### src/include/ssm_pkg.sv
// Package with register map, field positions and constants of the serial mode block
package ssm_pkg;
  // Register byte addresses (32-bit aligned words)
  localparam logic [7:0] ADDR_MODE_CONTROL = 8'h00;
  localparam logic [7:0] ADDR_SHIFT_DATA = 8'h04;
  localparam logic [7:0] ADDR_AUX_CONTROL = 8'h08;
  localparam logic [7:0] ADDR_IRQ_STATUS = 8'h0c;
  localparam logic [7:0] ADDR_IRQ_MASK = 8'h10;
  localparam logic [7:0] ADDR_LINK_STATUS = 8'h14;

  // Mode control field positions
  localparam int MODE_LSB = 5;
  localparam int UART_SEL_POS = 4;
  localparam int DEB_LSB = 2;
  localparam int ENABLE_POS = 1;
  localparam int INCOMPLETE_POS = 0;
  // Aux control field positions
  localparam int AUX_SELECT_PIN_ENABLE_POS = 2;
  localparam int AUX_TRF_POS = 0;
  // Interrupt status bits
  localparam int IRQ_DONE_POS = 0;
  localparam int IRQ_INCOMPLETE_POS = 1;

  // Reset values
  localparam logic [7:0] MODE_CONTROL_RESET = 8'he0;
  localparam logic [7:0] AUX_CONTROL_RESET = 8'h00;
  localparam logic [7:0] SHIFT_DATA_RESET = 8'h00;
  localparam logic [1:0] IRQ_RESET = 2'h0;

  // Clock divider counts for master rates
  localparam logic [5:0] DIV4_HALF = 6'h01;
  localparam logic [5:0] DIV16_HALF = 6'h07;
  localparam logic [5:0] DIV64_HALF = 6'h1f;
  localparam logic [3:0] BITS_PER_FRAME = 4'h8;

  typedef enum logic [2:0] {
    MODE_MASTER_DIV4,
    MODE_MASTER_DIV16,
    MODE_MASTER_DIV64,
    MODE_MASTER_SUB,
    MODE_MASTER_TIMER,
    MODE_SLAVE,
    MODE_TWO_WIRE,
    MODE_UNUSED
  } ssm_mode_t;

  // Serial pin bundle: output and enable for each pin (enable active low)
  typedef struct packed {
    logic sck_out;
    logic sck_oe_n;
    logic sdo_out;
    logic sdo_oe_n;
  } ssm_pins_t;
endpackage

### src/hw/ssm_top.sv
// Serial mode select, enable, data register and SPI shifter behind an APB slave
//
// Implementation choices: the APB interface to the registers and the address map.
`timescale 1ns/1ps
module ssm_top (
  input wire logic CLK,
  input wire logic RST,
  input wire logic PSEL,
  input wire logic PENABLE,
  input wire logic PWRITE,
  input wire logic [7:0] PADDR,
  input wire logic [31:0] PWDATA,
  output logic [31:0] PRDATA,
  output logic PREADY,
  output logic PSLVERR,
  input wire logic SUB_TICK,
  input wire logic TIMER_MATCH,
  input wire logic SCK_IN,
  input wire logic SDI_IN,
  input wire logic SCS_N_IN,
  output logic SCK_OUT,
  output logic SCK_OE_N,
  output logic SDO_OUT,
  output logic SDO_OE_N,
  output logic UART_MODE,
  output logic TWO_WIRE_MODE,
  output logic [1:0] DEBOUNCE_SEL,
  output logic TWO_WIRE_FLAG_CLEAR,
  output logic IRQ
);
  // Software-visible registers; only the low byte of each bus word is used
  logic [7:0] mode_control;
  logic [7:0] aux_control;
  logic [7:0] shift_data;
  logic [1:0] irq_status;
  logic [1:0] irq_mask;

  // Pin synchroniser stages and the edge history of the settled levels
  logic [1:0] sck_sync, scs_sync, sdi_sync;
  logic sck_prev, scs_prev;

  // Master rate generation
  logic [5:0] div_count;
  logic timer_half;

  // Shift engine state
  logic busy;
  logic [3:0] bit_count;
  logic sck_level;

  // Enable history, for the two-wire flag reset pulse
  logic enable_prev;

  // Next pin values, registered once more before they leave
  ssm_pkg::ssm_pins_t pins;

  // Decoded mode; UART bit overrides the field
  // Code 111, two-wire and UART mode leave every SPI path idle, so a
  // data write there stores the byte but never arms the shifter
  ssm_pkg::ssm_mode_t mode;
  logic enabled, spi_master, spi_slave, two_wire;
  assign mode = ssm_pkg::ssm_mode_t'(mode_control[ssm_pkg::MODE_LSB +: 3]);
  assign enabled = mode_control[ssm_pkg::ENABLE_POS];
  assign spi_master = enabled && !mode_control[ssm_pkg::UART_SEL_POS] &&
                      (mode <= ssm_pkg::MODE_MASTER_TIMER);
  assign spi_slave = enabled && !mode_control[ssm_pkg::UART_SEL_POS] &&
                     (mode == ssm_pkg::MODE_SLAVE);
  assign two_wire = enabled && !mode_control[ssm_pkg::UART_SEL_POS] &&
                    (mode == ssm_pkg::MODE_TWO_WIRE);

  // Select pin in use
  logic select_pin_enable;
  assign select_pin_enable = aux_control[ssm_pkg::AUX_SELECT_PIN_ENABLE_POS];

  // APB decode
  // Reads are latched at the setup edge, writes land at the access edge
  logic wr, rd;
  assign wr = PSEL && PENABLE && PWRITE;
  assign rd = PSEL && PENABLE && !PWRITE;

  // Unmapped words answer with an error and ignore writes
  logic mapped;
  assign mapped = (PADDR == ssm_pkg::ADDR_MODE_CONTROL) || (PADDR == ssm_pkg::ADDR_SHIFT_DATA) ||
                  (PADDR == ssm_pkg::ADDR_AUX_CONTROL) || (PADDR == ssm_pkg::ADDR_IRQ_STATUS) ||
                  (PADDR == ssm_pkg::ADDR_IRQ_MASK) || (PADDR == ssm_pkg::ADDR_LINK_STATUS);

  // Pin synchronisers; only the second stage is read
  // Select resets high, its idle level, so no false release follows reset
  always_ff @(posedge CLK) begin
    if (RST) begin
      sck_sync <= 2'h0;
      scs_sync <= 2'h3;
      sdi_sync <= 2'h0;
    end else begin
      sck_sync <= {sck_sync[0], SCK_IN};
      scs_sync <= {scs_sync[0], SCS_N_IN};
      sdi_sync <= {sdi_sync[0], SDI_IN};
    end
  end

  // Settled pin levels
  logic sck_s, scs_s, sdi_s;
  assign sck_s = sck_sync[1];
  assign scs_s = scs_sync[1];
  assign sdi_s = sdi_sync[1];

  // Edge history; previous levels reset to the idle pin levels
  // Timer match toggles a half flag so only every second match ticks
  always_ff @(posedge CLK) begin
    if (RST) begin
      sck_prev <= 1'b0;
      scs_prev <= 1'b1;
      timer_half <= 1'b0;
      enable_prev <= 1'b0;
    end else begin
      sck_prev <= sck_s;
      scs_prev <= scs_s;
      enable_prev <= enabled;
      if (TIMER_MATCH) begin
        timer_half <= !timer_half;
      end
    end
  end

  // Slave edges and select state; select enable low means always selected
  logic slave_rise, slave_fall, scs_rise, scs_low;
  assign slave_rise = sck_s && !sck_prev;
  assign slave_fall = !sck_s && sck_prev;
  assign scs_rise = scs_s && !scs_prev;
  assign scs_low = !select_pin_enable || !scs_s;

  // Master half-period tick from the selected rate
  // Sub clock and timer ticks come from this clock domain, no sync needed
  logic half_tick;
  always_comb begin
    case (mode)
      ssm_pkg::MODE_MASTER_DIV4: half_tick = (div_count >= ssm_pkg::DIV4_HALF);
      ssm_pkg::MODE_MASTER_DIV16: half_tick = (div_count >= ssm_pkg::DIV16_HALF);
      ssm_pkg::MODE_MASTER_DIV64: half_tick = (div_count >= ssm_pkg::DIV64_HALF);
      ssm_pkg::MODE_MASTER_SUB: half_tick = SUB_TICK;
      ssm_pkg::MODE_MASTER_TIMER: half_tick = TIMER_MATCH && timer_half;
      default: half_tick = 1'b0;
    endcase
  end

  // Divider restarts at every tick and rests while idle, so each divided-rate
  // frame starts with a full first half period
  always_ff @(posedge CLK) begin
    if (RST || !busy || half_tick) begin
      div_count <= 6'h00;
    end else begin
      div_count <= div_count + 6'h01;
    end
  end

  // Data register write; arms the shifter only in an SPI mode
  logic data_write;
  assign data_write = wr && (PADDR == ssm_pkg::ADDR_SHIFT_DATA);
  // Select released mid-frame; only counts while the select pin is in use
  logic early_release;
  assign early_release = spi_slave && select_pin_enable && busy && scs_rise;

  // Shift engine: eight bits full duplex, MSB first
  // The slave samples its input on the clock rise; the master takes its
  // input at its own fall instead, since the output register and the
  // input synchroniser put three cycles between a launched edge and the
  // returning bit, more than a half period at the fastest rate
  logic frame_done;
  logic master_rise, master_fall;
  assign master_rise = spi_master && busy && half_tick && !sck_level;
  assign master_fall = spi_master && busy && half_tick && sck_level;

  // Sample and shift strobes, master or slave
  logic samp, shft;
  assign samp = master_rise || (spi_slave && scs_low && slave_rise);
  assign shft = master_fall || (spi_slave && scs_low && slave_fall);
  assign frame_done = shft && (bit_count == ssm_pkg::BITS_PER_FRAME);
  // Slave input bit held from the rise to the following fall
  logic sample_bit;
  always_ff @(posedge CLK) begin
    if (RST) begin
      shift_data <= ssm_pkg::SHIFT_DATA_RESET;
      sample_bit <= 1'b0;
      bit_count <= 4'h0;
      busy <= 1'b0;
      sck_level <= 1'b0;
    end else if (!enabled) begin
      // Disabled: shifter idles, data register stays writable
      busy <= 1'b0;
      bit_count <= 4'h0;
      sck_level <= 1'b0;
      if (data_write) begin
        shift_data <= PWDATA[7:0];
      end
    end else if (data_write && !busy) begin
      // A write while busy falls through and is dropped
      shift_data <= PWDATA[7:0];
      busy <= spi_master || spi_slave;
      bit_count <= 4'h0;
    end else if (early_release) begin
      // Cut frame: drop the partial bit count, keep the data register
      busy <= 1'b0;
      bit_count <= 4'h0;
    end else begin
      // A slave frame also starts on the first clock with no write
      if (spi_slave && !busy && scs_low && slave_rise) begin
        busy <= 1'b1;
      end
      if (spi_master && half_tick && busy) begin
        sck_level <= !sck_level;
      end
      if (samp) begin
        sample_bit <= sdi_s;
        bit_count <= bit_count + 4'h1;
      end
      if (shft && bit_count != 4'h0) begin
        shift_data <= {shift_data[6:0], spi_master ? sdi_s : sample_bit};
        if (frame_done) begin
          busy <= 1'b0;
          bit_count <= 4'h0;
        end
      end
    end
  end

  // Mode control register; enable rise keeps SPI controls
  always_ff @(posedge CLK) begin
    if (RST) begin
      mode_control <= ssm_pkg::MODE_CONTROL_RESET;
    end else begin
      // Software stores the incomplete bit as written; done is untouched
      if (wr && PADDR == ssm_pkg::ADDR_MODE_CONTROL) begin
        mode_control <= PWDATA[7:0];
      end
      // After the write, so a hardware set wins
      if (early_release) begin
        mode_control[ssm_pkg::INCOMPLETE_POS] <= 1'b1;
      end
    end
  end

  // Aux control: transfer done flag; set wins over software clear
  always_ff @(posedge CLK) begin
    if (RST) begin
      aux_control <= ssm_pkg::AUX_CONTROL_RESET;
    end else begin
      if (wr && PADDR == ssm_pkg::ADDR_AUX_CONTROL) begin
        aux_control <= PWDATA[7:0];
      end
      // A finished or cut frame sets done; a software write stores bit 0 as written
      if (frame_done || early_release) begin
        aux_control[ssm_pkg::AUX_TRF_POS] <= 1'b1;
      end
    end
  end

  // Interrupt status, cleared by read; set wins
  always_ff @(posedge CLK) begin
    if (RST) begin
      irq_status <= ssm_pkg::IRQ_RESET;
      irq_mask <= ssm_pkg::IRQ_RESET;
    end else begin
      if (wr && PADDR == ssm_pkg::ADDR_IRQ_MASK) begin
        irq_mask <= PWDATA[1:0];
      end
      // Clear only the bits the read returned: the word was latched at the
      // setup edge, and an event in between must survive the read
      irq_status <= ((rd && PADDR == ssm_pkg::ADDR_IRQ_STATUS) ?
                     (irq_status & ~PRDATA[1:0]) : irq_status) |
                    {early_release, frame_done || early_release};
    end
  end

  // Pin drive; released while disabled or not driving
  // The clock pin is only ever driven as master, never in slave mode
  always_comb begin
    pins.sck_out = sck_level;
    pins.sck_oe_n = !spi_master;
    pins.sdo_out = shift_data[7];
    pins.sdo_oe_n = !(spi_master || (spi_slave && scs_low));
  end

  // Registered outputs
  // Every pin and mode output leaves through a flop; one cycle of latency
  always_ff @(posedge CLK) begin
    if (RST) begin
      SCK_OUT <= 1'b0;
      SCK_OE_N <= 1'b1;
      SDO_OUT <= 1'b0;
      SDO_OE_N <= 1'b1;
      UART_MODE <= 1'b0;
      TWO_WIRE_MODE <= 1'b0;
      DEBOUNCE_SEL <= 2'h0;
      TWO_WIRE_FLAG_CLEAR <= 1'b0;
      IRQ <= 1'b0;
    end else begin
      SCK_OUT <= pins.sck_out;
      SCK_OE_N <= pins.sck_oe_n;
      SDO_OUT <= pins.sdo_out;
      SDO_OE_N <= pins.sdo_oe_n;
      UART_MODE <= enabled && mode_control[ssm_pkg::UART_SEL_POS];
      TWO_WIRE_MODE <= two_wire;
      DEBOUNCE_SEL <= two_wire ? mode_control[ssm_pkg::DEB_LSB +: 2] : 2'h0;
      TWO_WIRE_FLAG_CLEAR <= two_wire && !enable_prev;
      IRQ <= |(irq_status & irq_mask);
    end
  end

  // APB read and answer, zero wait states
  // Read data is latched at the setup edge and stands for the access cycle
  always_ff @(posedge CLK) begin
    if (RST) begin
      PRDATA <= 32'h0;
      PREADY <= 1'b0;
      PSLVERR <= 1'b0;
    end else begin
      PREADY <= PSEL && !PENABLE;
      PSLVERR <= PSEL && !PENABLE && !mapped;
      PRDATA <= 32'h0;
      if (PSEL && !PENABLE) begin
        case (PADDR)
          ssm_pkg::ADDR_MODE_CONTROL: PRDATA <= {24'h0, mode_control};
          ssm_pkg::ADDR_SHIFT_DATA: PRDATA <= {24'h0, shift_data};
          ssm_pkg::ADDR_AUX_CONTROL: PRDATA <= {24'h0, aux_control};
          ssm_pkg::ADDR_IRQ_STATUS: PRDATA <= {30'h0, irq_status};
          ssm_pkg::ADDR_IRQ_MASK: PRDATA <= {30'h0, irq_mask};
          ssm_pkg::ADDR_LINK_STATUS: PRDATA <= {28'h0, bit_count[3], busy, scs_s, sck_s};
          default: PRDATA <= 32'h0;
        endcase
      end
    end
  end
endmodule

### config.mk
export PLATFORM = sky130hd
export DESIGN_NAME = ssm_top
export DESIGN_NICKNAME = d
export VERILOG_FILES = /design/src/include/ssm_pkg.sv /design/src/hw/ssm_top.sv
export SDC_FILE = /design/constraint.sdc
export NUM_CORES = 1
export LEC_CHECK = 0
export ABC_AREA = 1
export BUFFER_PORTS_ARGS = -buffer_cell sky130_fd_sc_hd__clkbuf_2
export CAP_MARGIN = 20
export CELL_PAD_IN_SITES_DETAIL_PLACEMENT = 2
export CELL_PAD_IN_SITES_GLOBAL_PLACEMENT = 2
export CORE_ASPECT_RATIO = 2
export CORE_UTILIZATION = 31
export DETAILED_ROUTE_END_ITERATION = 7
export PLACE_DENSITY_LB_ADDON = 0.1
export SLEW_MARGIN = 20
export SYNTH_ARGS = -nofsm -noshare
export SYNTH_HDL_FRONTEND = slang
export SYNTH_SLANG_ARGS = --single-unit
export TNS_END_PERCENT = 10
### constraint.sdc
create_clock -name CLK -period 3.7 [get_ports CLK]
set_input_delay 0.37 -clock CLK [delete_from_list [all_inputs] [get_ports CLK]]
set_output_delay 0.37 -clock CLK [all_outputs]
set_load 0.05 [all_outputs]
## Yosys cells after proc, flatten, opt, wreduce, memory -nomap -nowiden

Index checks and enable logic that the tools add are counted.

- Latch bits: 0
- Bits in read-only memories: 0
- Output and inout port bits: 44
- Bits in registers: 95
- Memories: 0
- RAM bits: 0

- Bitwise gates (word level): 9
- Add/subtract/negate cells: 2
- $lt $le $gt $ge: 4
- Shifts and indexed selects: 0
- Equality and inequality tests: 14
- Div/mod/pow operators: 0
- Multipliers: 0
- Reductions and logical operators: 80
- Mux-type cells: 21

Operators with widths:

| kind | number |
|---|---|
| 8-bit case mux with 6 select lines | 1 |
| 8-bit 2-to-1 mux | 5 |
| 1-bit logical AND | 38 |
| 8-bit by 4-bit == test with 1-bit output, second input constant | 2 |
| 8-bit by 5-bit == test with 1-bit output, second input constant | 2 |
| 1-bit logical NOT | 15 |
| 1-bit logical OR | 13 |
| 4-bit 2-to-1 mux | 3 |
| 1-bit 2-to-1 mux | 10 |
| 3-bit == test, second input constant | 3 |
| 8-bit by 3-bit == test with 1-bit output, second input constant | 1 |
| 8-bit logical NOT | 1 |
| 2-bit OR reduction | 4 |
| 6-bit by 1-bit adder with 6-bit output, second input constant | 1 |
| 3-bit by 2-bit == test with 1-bit output, second input constant | 2 |
| 6-bit by 1-bit greater-or-equal comparator with 1-bit output, second input constant | 1 |
| 6-bit by 3-bit greater-or-equal comparator with 1-bit output, second input constant | 1 |
| 6-bit by 5-bit greater-or-equal comparator with 1-bit output, second input constant | 1 |
| 3-bit AND reduction | 2 |
| 2-bit nonzero test | 3 |
| 1-bit inverter | 5 |
| 1-bit case mux with 5 select lines | 1 |
| 4-bit by 1-bit adder with 4-bit output, second input constant | 1 |
| 2-bit AND | 2 |
| other kinds (12) | 12 |

## Longest topological paths before layout

- Word-level depth: 12
- Depth in mapped cells: 15

## Worst setup path after synthesis

Ideal clock, no wire load.

- Path type: register -> register
- Start: register div_count[0]
- End: register shift_data[0]
- Path slack: 2.009 ns
- Arrival time: 1.578 ns
- Library setup time: 0.113 ns
- Stages on the path, launching flop included: 13
- Path through: dfxtp_1 -> ha_1 -> nand2_1 -> nand2_1 -> o21ai_0 -> nand4_1 -> nand3_1 -> nand2_1 -> nand2_2 -> nand2_4 -> buf_6 -> a21oi_2 -> nor2_2

- Word-level cells in the longest chain between the ends: 8
- Elaborated cells on any way between the ends: 10
- Classes of those cells: 3 x order compare; 1 x eq/ne; 1 x mux; 5 x reduce/logical

RTL lines:

| element | line | text |
|---|---|---|
| from (decl) | ssm_top.sv:43 | `logic [5:0] div_count;` |
| from (signal assigned) | ssm_top.sv:152 | `div_count <= div_count + 6'h01;` |
| 6-bit by 5-bit greater-or-equal comparator with 1-bit output (tied with other cells) | ssm_top.sv:139 | `ssm_pkg::MODE_MASTER_DIV64: half_tick = (div_count >= ssm_pkg::DIV64_HALF);` |
| 1-bit case mux with 5 select lines (*) | ssm_top.sv:136 | `case (mode)` |
| 1-bit logical AND (*) (2 in a row) | ssm_top.sv:171 | `assign master_fall = spi_master && busy && half_tick && sck_level;` |
| 1-bit logical OR (*) | ssm_top.sv:176 | `assign shft = master_fall \|\| (spi_slave && scs_low && slave_fall);` |
| 1-bit logical AND (*) | ssm_top.sv:216 | `if (shft && bit_count != 4'h0) begin` |
| 3-bit by 1-bit != test with 1-bit output (no line) (*) | n/a |  |
| 3-bit AND reduction (no line) (*) | n/a |  |
| to (signal assigned) | ssm_top.sv:182 | `shift_data <= ssm_pkg::SHIFT_DATA_RESET;` |
| to (signal assigned) | ssm_top.sv:193 | `shift_data <= PWDATA[7:0];` |
| to (signal assigned) | ssm_top.sv:217 | `shift_data <= {shift_data[6:0], spi_master ? sdi_s : sample_bit};` |
| to (decl) | ssm_top.sv:34 | `logic [7:0] shift_data;` |

Every way passes the cells marked *; elsewhere a longest branch is shown, timed or not.
A chain may end at the register's enable or synchronous reset.

## Worst setup path after layout

- Start: register div_count[0]
- End: register shift_data[3]

Same word-level chain as after synthesis.

==> results.toml <==
[clocking]
cts_inserted_buffers = 9
htreeDepth = 3
cts_hold_buffers = 0
clockBufferDepth = 2
cts_tree = "done"
cts.sink_count = 71
clkSlewWorstSetupHoldPaths_ns = 0.06
clock_latency_ns = 0.34
cts-resized-gates = 0
cts_root_buf = "clkbuf_16"
post_cts_buffers = 0

[yosys]
synth_cells = 467
synth-seq-cells = 71
yosys_warnings = 0
yosysUniqueCellTypes = 42
syn_avg_cell_area_um2 = 7.49
netlist_area_um2 = 3500
seq_area_frac_synth = 0.406

[placement]
post-place-ws_ns = 1.45
dp.cells = 646
place_congestion = 0.791
numPortBuffers = 45
hpwlAfterDp_mm = 8.26

[sta]
finalCriticalPeriod_ns = 2.02
fin_ws_ns = 1.68
maxSlewViolCount = 0
hold_viol = 0
worst_slew_pin_slew_ns = 0.861
setup_viol = 0
fin_tns_setup_ns = 0
finalCritPeriodShare = 0.547
slew_headroom = 0.421
worst_clock_skew_ns = 0.00602
max_freq_ghz = 0.494
rsz0062_at_grt = "no"

[worst_setup_path]
path_class = "flop to flop"
cp-start-kind = "flop"
cpMaxStageDelayCell = "dfxtp_1"
max_stage_delay_ns = 0.42
path_cells = "ha_1 -> nand2_1 -> nand2_1 -> nand2_1 -> nand2_1 -> nand2_1 -> nand4_1 -> nand3_1 -> nand2_1 -> nand2_2 -> nand2_4 -> nand3_1 -> nand2_1 -> nor2_2"
cp_common_cell = "nand2_1"
critPathMaxFanout = 16
cp-end-kind = "flop"
worstPathRequired_ns = 3.94
crit_arrival_ns = 2.26

[run]
drv_cap = 0

[final_layout]
fin_util = 0.374
stdcell_count = 662
synthToLayoutAreaGrowth_pct = 17.0
fillerInstances = 1361
regArea_um2 = 1420
multi_input_area_um2 = 1650
n_antenna_cell = 0
drive_above_1_share = 0.232
fin_nets = 573

[global_routing]
grt_max_degree = 33
grt_pass1_vias = 3300
grt_pass1_wl_mm = 16.9
gr-total-overflow = 0
antenna_found_initial = 0
grt.total_usage = 0.190

[power_and_ir_drop]
pwr-share-seq = 0.420
p_comb_frac = 0.069
p_int_mw = 1.39
clockPowerShare = 0.512
switching_share = 0.248
p_leak_nw = 1.82
p_switching_mw = 0.456
vdd_drop_max_mv = 0.239
power_mw = 1.84
powerDensity_nw_per_um2 = 450

[worst_hold_path]
hold_path_class = "input port to flop"

[routing]
drt-wirelength-per-cell_um = 15.8
dr.pass1.iters = 4
drt_iter0_markers = 57
drc = 0
vias = 3070
routed_wl_mm = 10.5
viasPerCell = 4.64
ant_nets = 0

[die]
num_rows = 54
fp.dieW_um = 77.1
io_pins = 94
dieArea_um2 = 11700
initial_core_util = 0.320
core_area_um2 = 10900
die_y_um = 152

[status]
outcome = "completed"
-- flip-flops by register name, summed over array words and instances (netlist names), 2 cells and up --
register      flops
div_count         6
shift_data        8
mode_control      8
sdi_sync          2
aux_control       8
irq_status        2
PRDATA            8
irq_mask          2
sck_sync          2
scs_sync          2
bit_count         4
DEBOUNCE_SEL      2
-- through the flow --
stage	instance area [um2]	hold slack (ns)
finish	4090	0.214
global route	4090	0.208
detailed placement	3770	0.384
floorplan	3580	0.368
global placement	3770	0.387
CTS	4090	0.207
-- power groups by stage --
stage	clock network (mW)	logic [mW]	registers [mW]
2_1_floorplan	0	0.108	0.792
3_3_place_gp	0	0.125	0.789
3_5_place_dp	0	0.127	0.790
4_1_cts	0.961	0.127	0.773
5_1_grt	0.991	0.134	0.773
6_report	0.942	0.126	0.773
-- cell type report --
type	instances	share of cell area
Sequential cell	71	0.348
Clock inverter	7	0.0236
Inverter	71	0.0670
Multi-Input combinational cell	316	0.403
Timing Repair Buffer	48	0.0606
Tap cell	140	0.0428
Clock buffer	9	0.0551
-- path summary, 6_finish.rpt --
path	from	endpoint	slack, ns	cells past startpoint
worst max-delay path	div_count[0]	shift_data[3]	1.68	14
worst min-delay path	SCS_N_IN	scs_sync[0]	0.21	2
worst max register to register	div_count[0]	shift_data[3]	1.68	14
worst min register to register	enable_prev	TWO_WIRE_FLAG_CLEAR	0.39	1
-- routing by layer --
| metal | global-route usage | routed length (um) | part of all wire |
|---|---|---|---|
| met5 | 0 | 0 | 0 |
| met4 | 0.0881 | 320 | 0.031 |
| met3 | 0.0269 | 221 | 0.021 |
| met2 | 0.381 | 6050 | 0.58 |
| met1 | 0.182 | 3890 | 0.37 |
-- synthesized netlist by cell type --
| cell | instances | area share |
|---|---|---|
| nand3_4 | 2 | 0.010 |
| nor2_1 | 51 | 0.055 |
| a31oi_1 | 2 | 0.0036 |
| inv_2 | 9 | 0.0097 |
| o21ai_4 | 1 | 0.0047 |
| buf_4 | 26 | 0.056 |
| clkbuf_1 | 2 | 0.0021 |
| a21oi_1 | 19 | 0.027 |
| nand3_2 | 4 | 0.011 |
| inv_1 | 60 | 0.064 |
| o21bai_1 | 1 | 0.0021 |
| nor3_2 | 1 | 0.0029 |
| and3_1 | 1 | 0.0018 |
| xor2_1 | 3 | 0.0075 |
| clkbuf_4 | 1 | 0.0021 |
| o211ai_1 | 6 | 0.013 |
| nor2_4 | 4 | 0.013 |
| a21oi_2 | 9 | 0.023 |
| buf_6 | 2 | 0.0064 |
| nand3_1 | 23 | 0.033 |
| buf_2 | 1 | 0.0014 |
| nor4_4 | 1 | 0.0061 |
| conb_1 | 1 | 0.0011 |
| dfxtp_1 | 71 | 0.41 |
| o21ai_1 | 3 | 0.0043 |
| nor3_1 | 5 | 0.0072 |
| nand2_4 | 1 | 0.0032 |
| clkinv_4 | 1 | 0.0025 |
| nor2_2 | 9 | 0.016 |
| o31ai_1 | 1 | 0.0021 |
| nor3b_1 | 1 | 0.0021 |
| a41oi_1 | 1 | 0.0025 |
| a211oi_1 | 1 | 0.0021 |
| nand2_1 | 94 | 0.10 |
| inv_4 | 1 | 0.0018 |
| nand2_2 | 8 | 0.014 |
| o21ai_0 | 20 | 0.029 |
| ha_1 | 6 | 0.021 |
| o21ai_2 | 4 | 0.010 |
| nand4_1 | 6 | 0.011 |
| or2_2 | 2 | 0.0036 |
| o22ai_1 | 2 | 0.0036 |
-- cell families after synthesis --
group	after synthesis	share of synthesized area
and+or+nand+nor	213	0.291
xor gates and xnor gates	3	0.00751
AOI/OAI and AO/OA	70	0.126
adders and majority gates	6	0.0215
other	1	0.00107
DFF	71	0.406
buffers and inverters	103	0.146
-- placed cells by master, fill, tap and decap left out, types with 4 or more instances in the layout --
master,count
a21oi_1,19
a21oi_2,9
clkbuf_16,9
clkbuf_2,45
conb_1,24
dfxtp_1,71
ha_1,6
inv_1,60
inv_2,9
nand2_1,94
nand2_2,8
nand3_1,23
nand3_2,4
nand4_1,6
nor2_1,51
nor2_2,9
nor2_4,4
nor3_1,5
o211ai_1,6
o21ai_0,20
o21ai_2,4
-- worst max-delay path, delay by kind of cell (launching register included) --
kind / cells / cell delay, ns
simple gates: 13 / 1.27
flops: 1 / 0.42
fa+ha+maj: 1 / 0.21
Power figures use the tool's default switching activity.
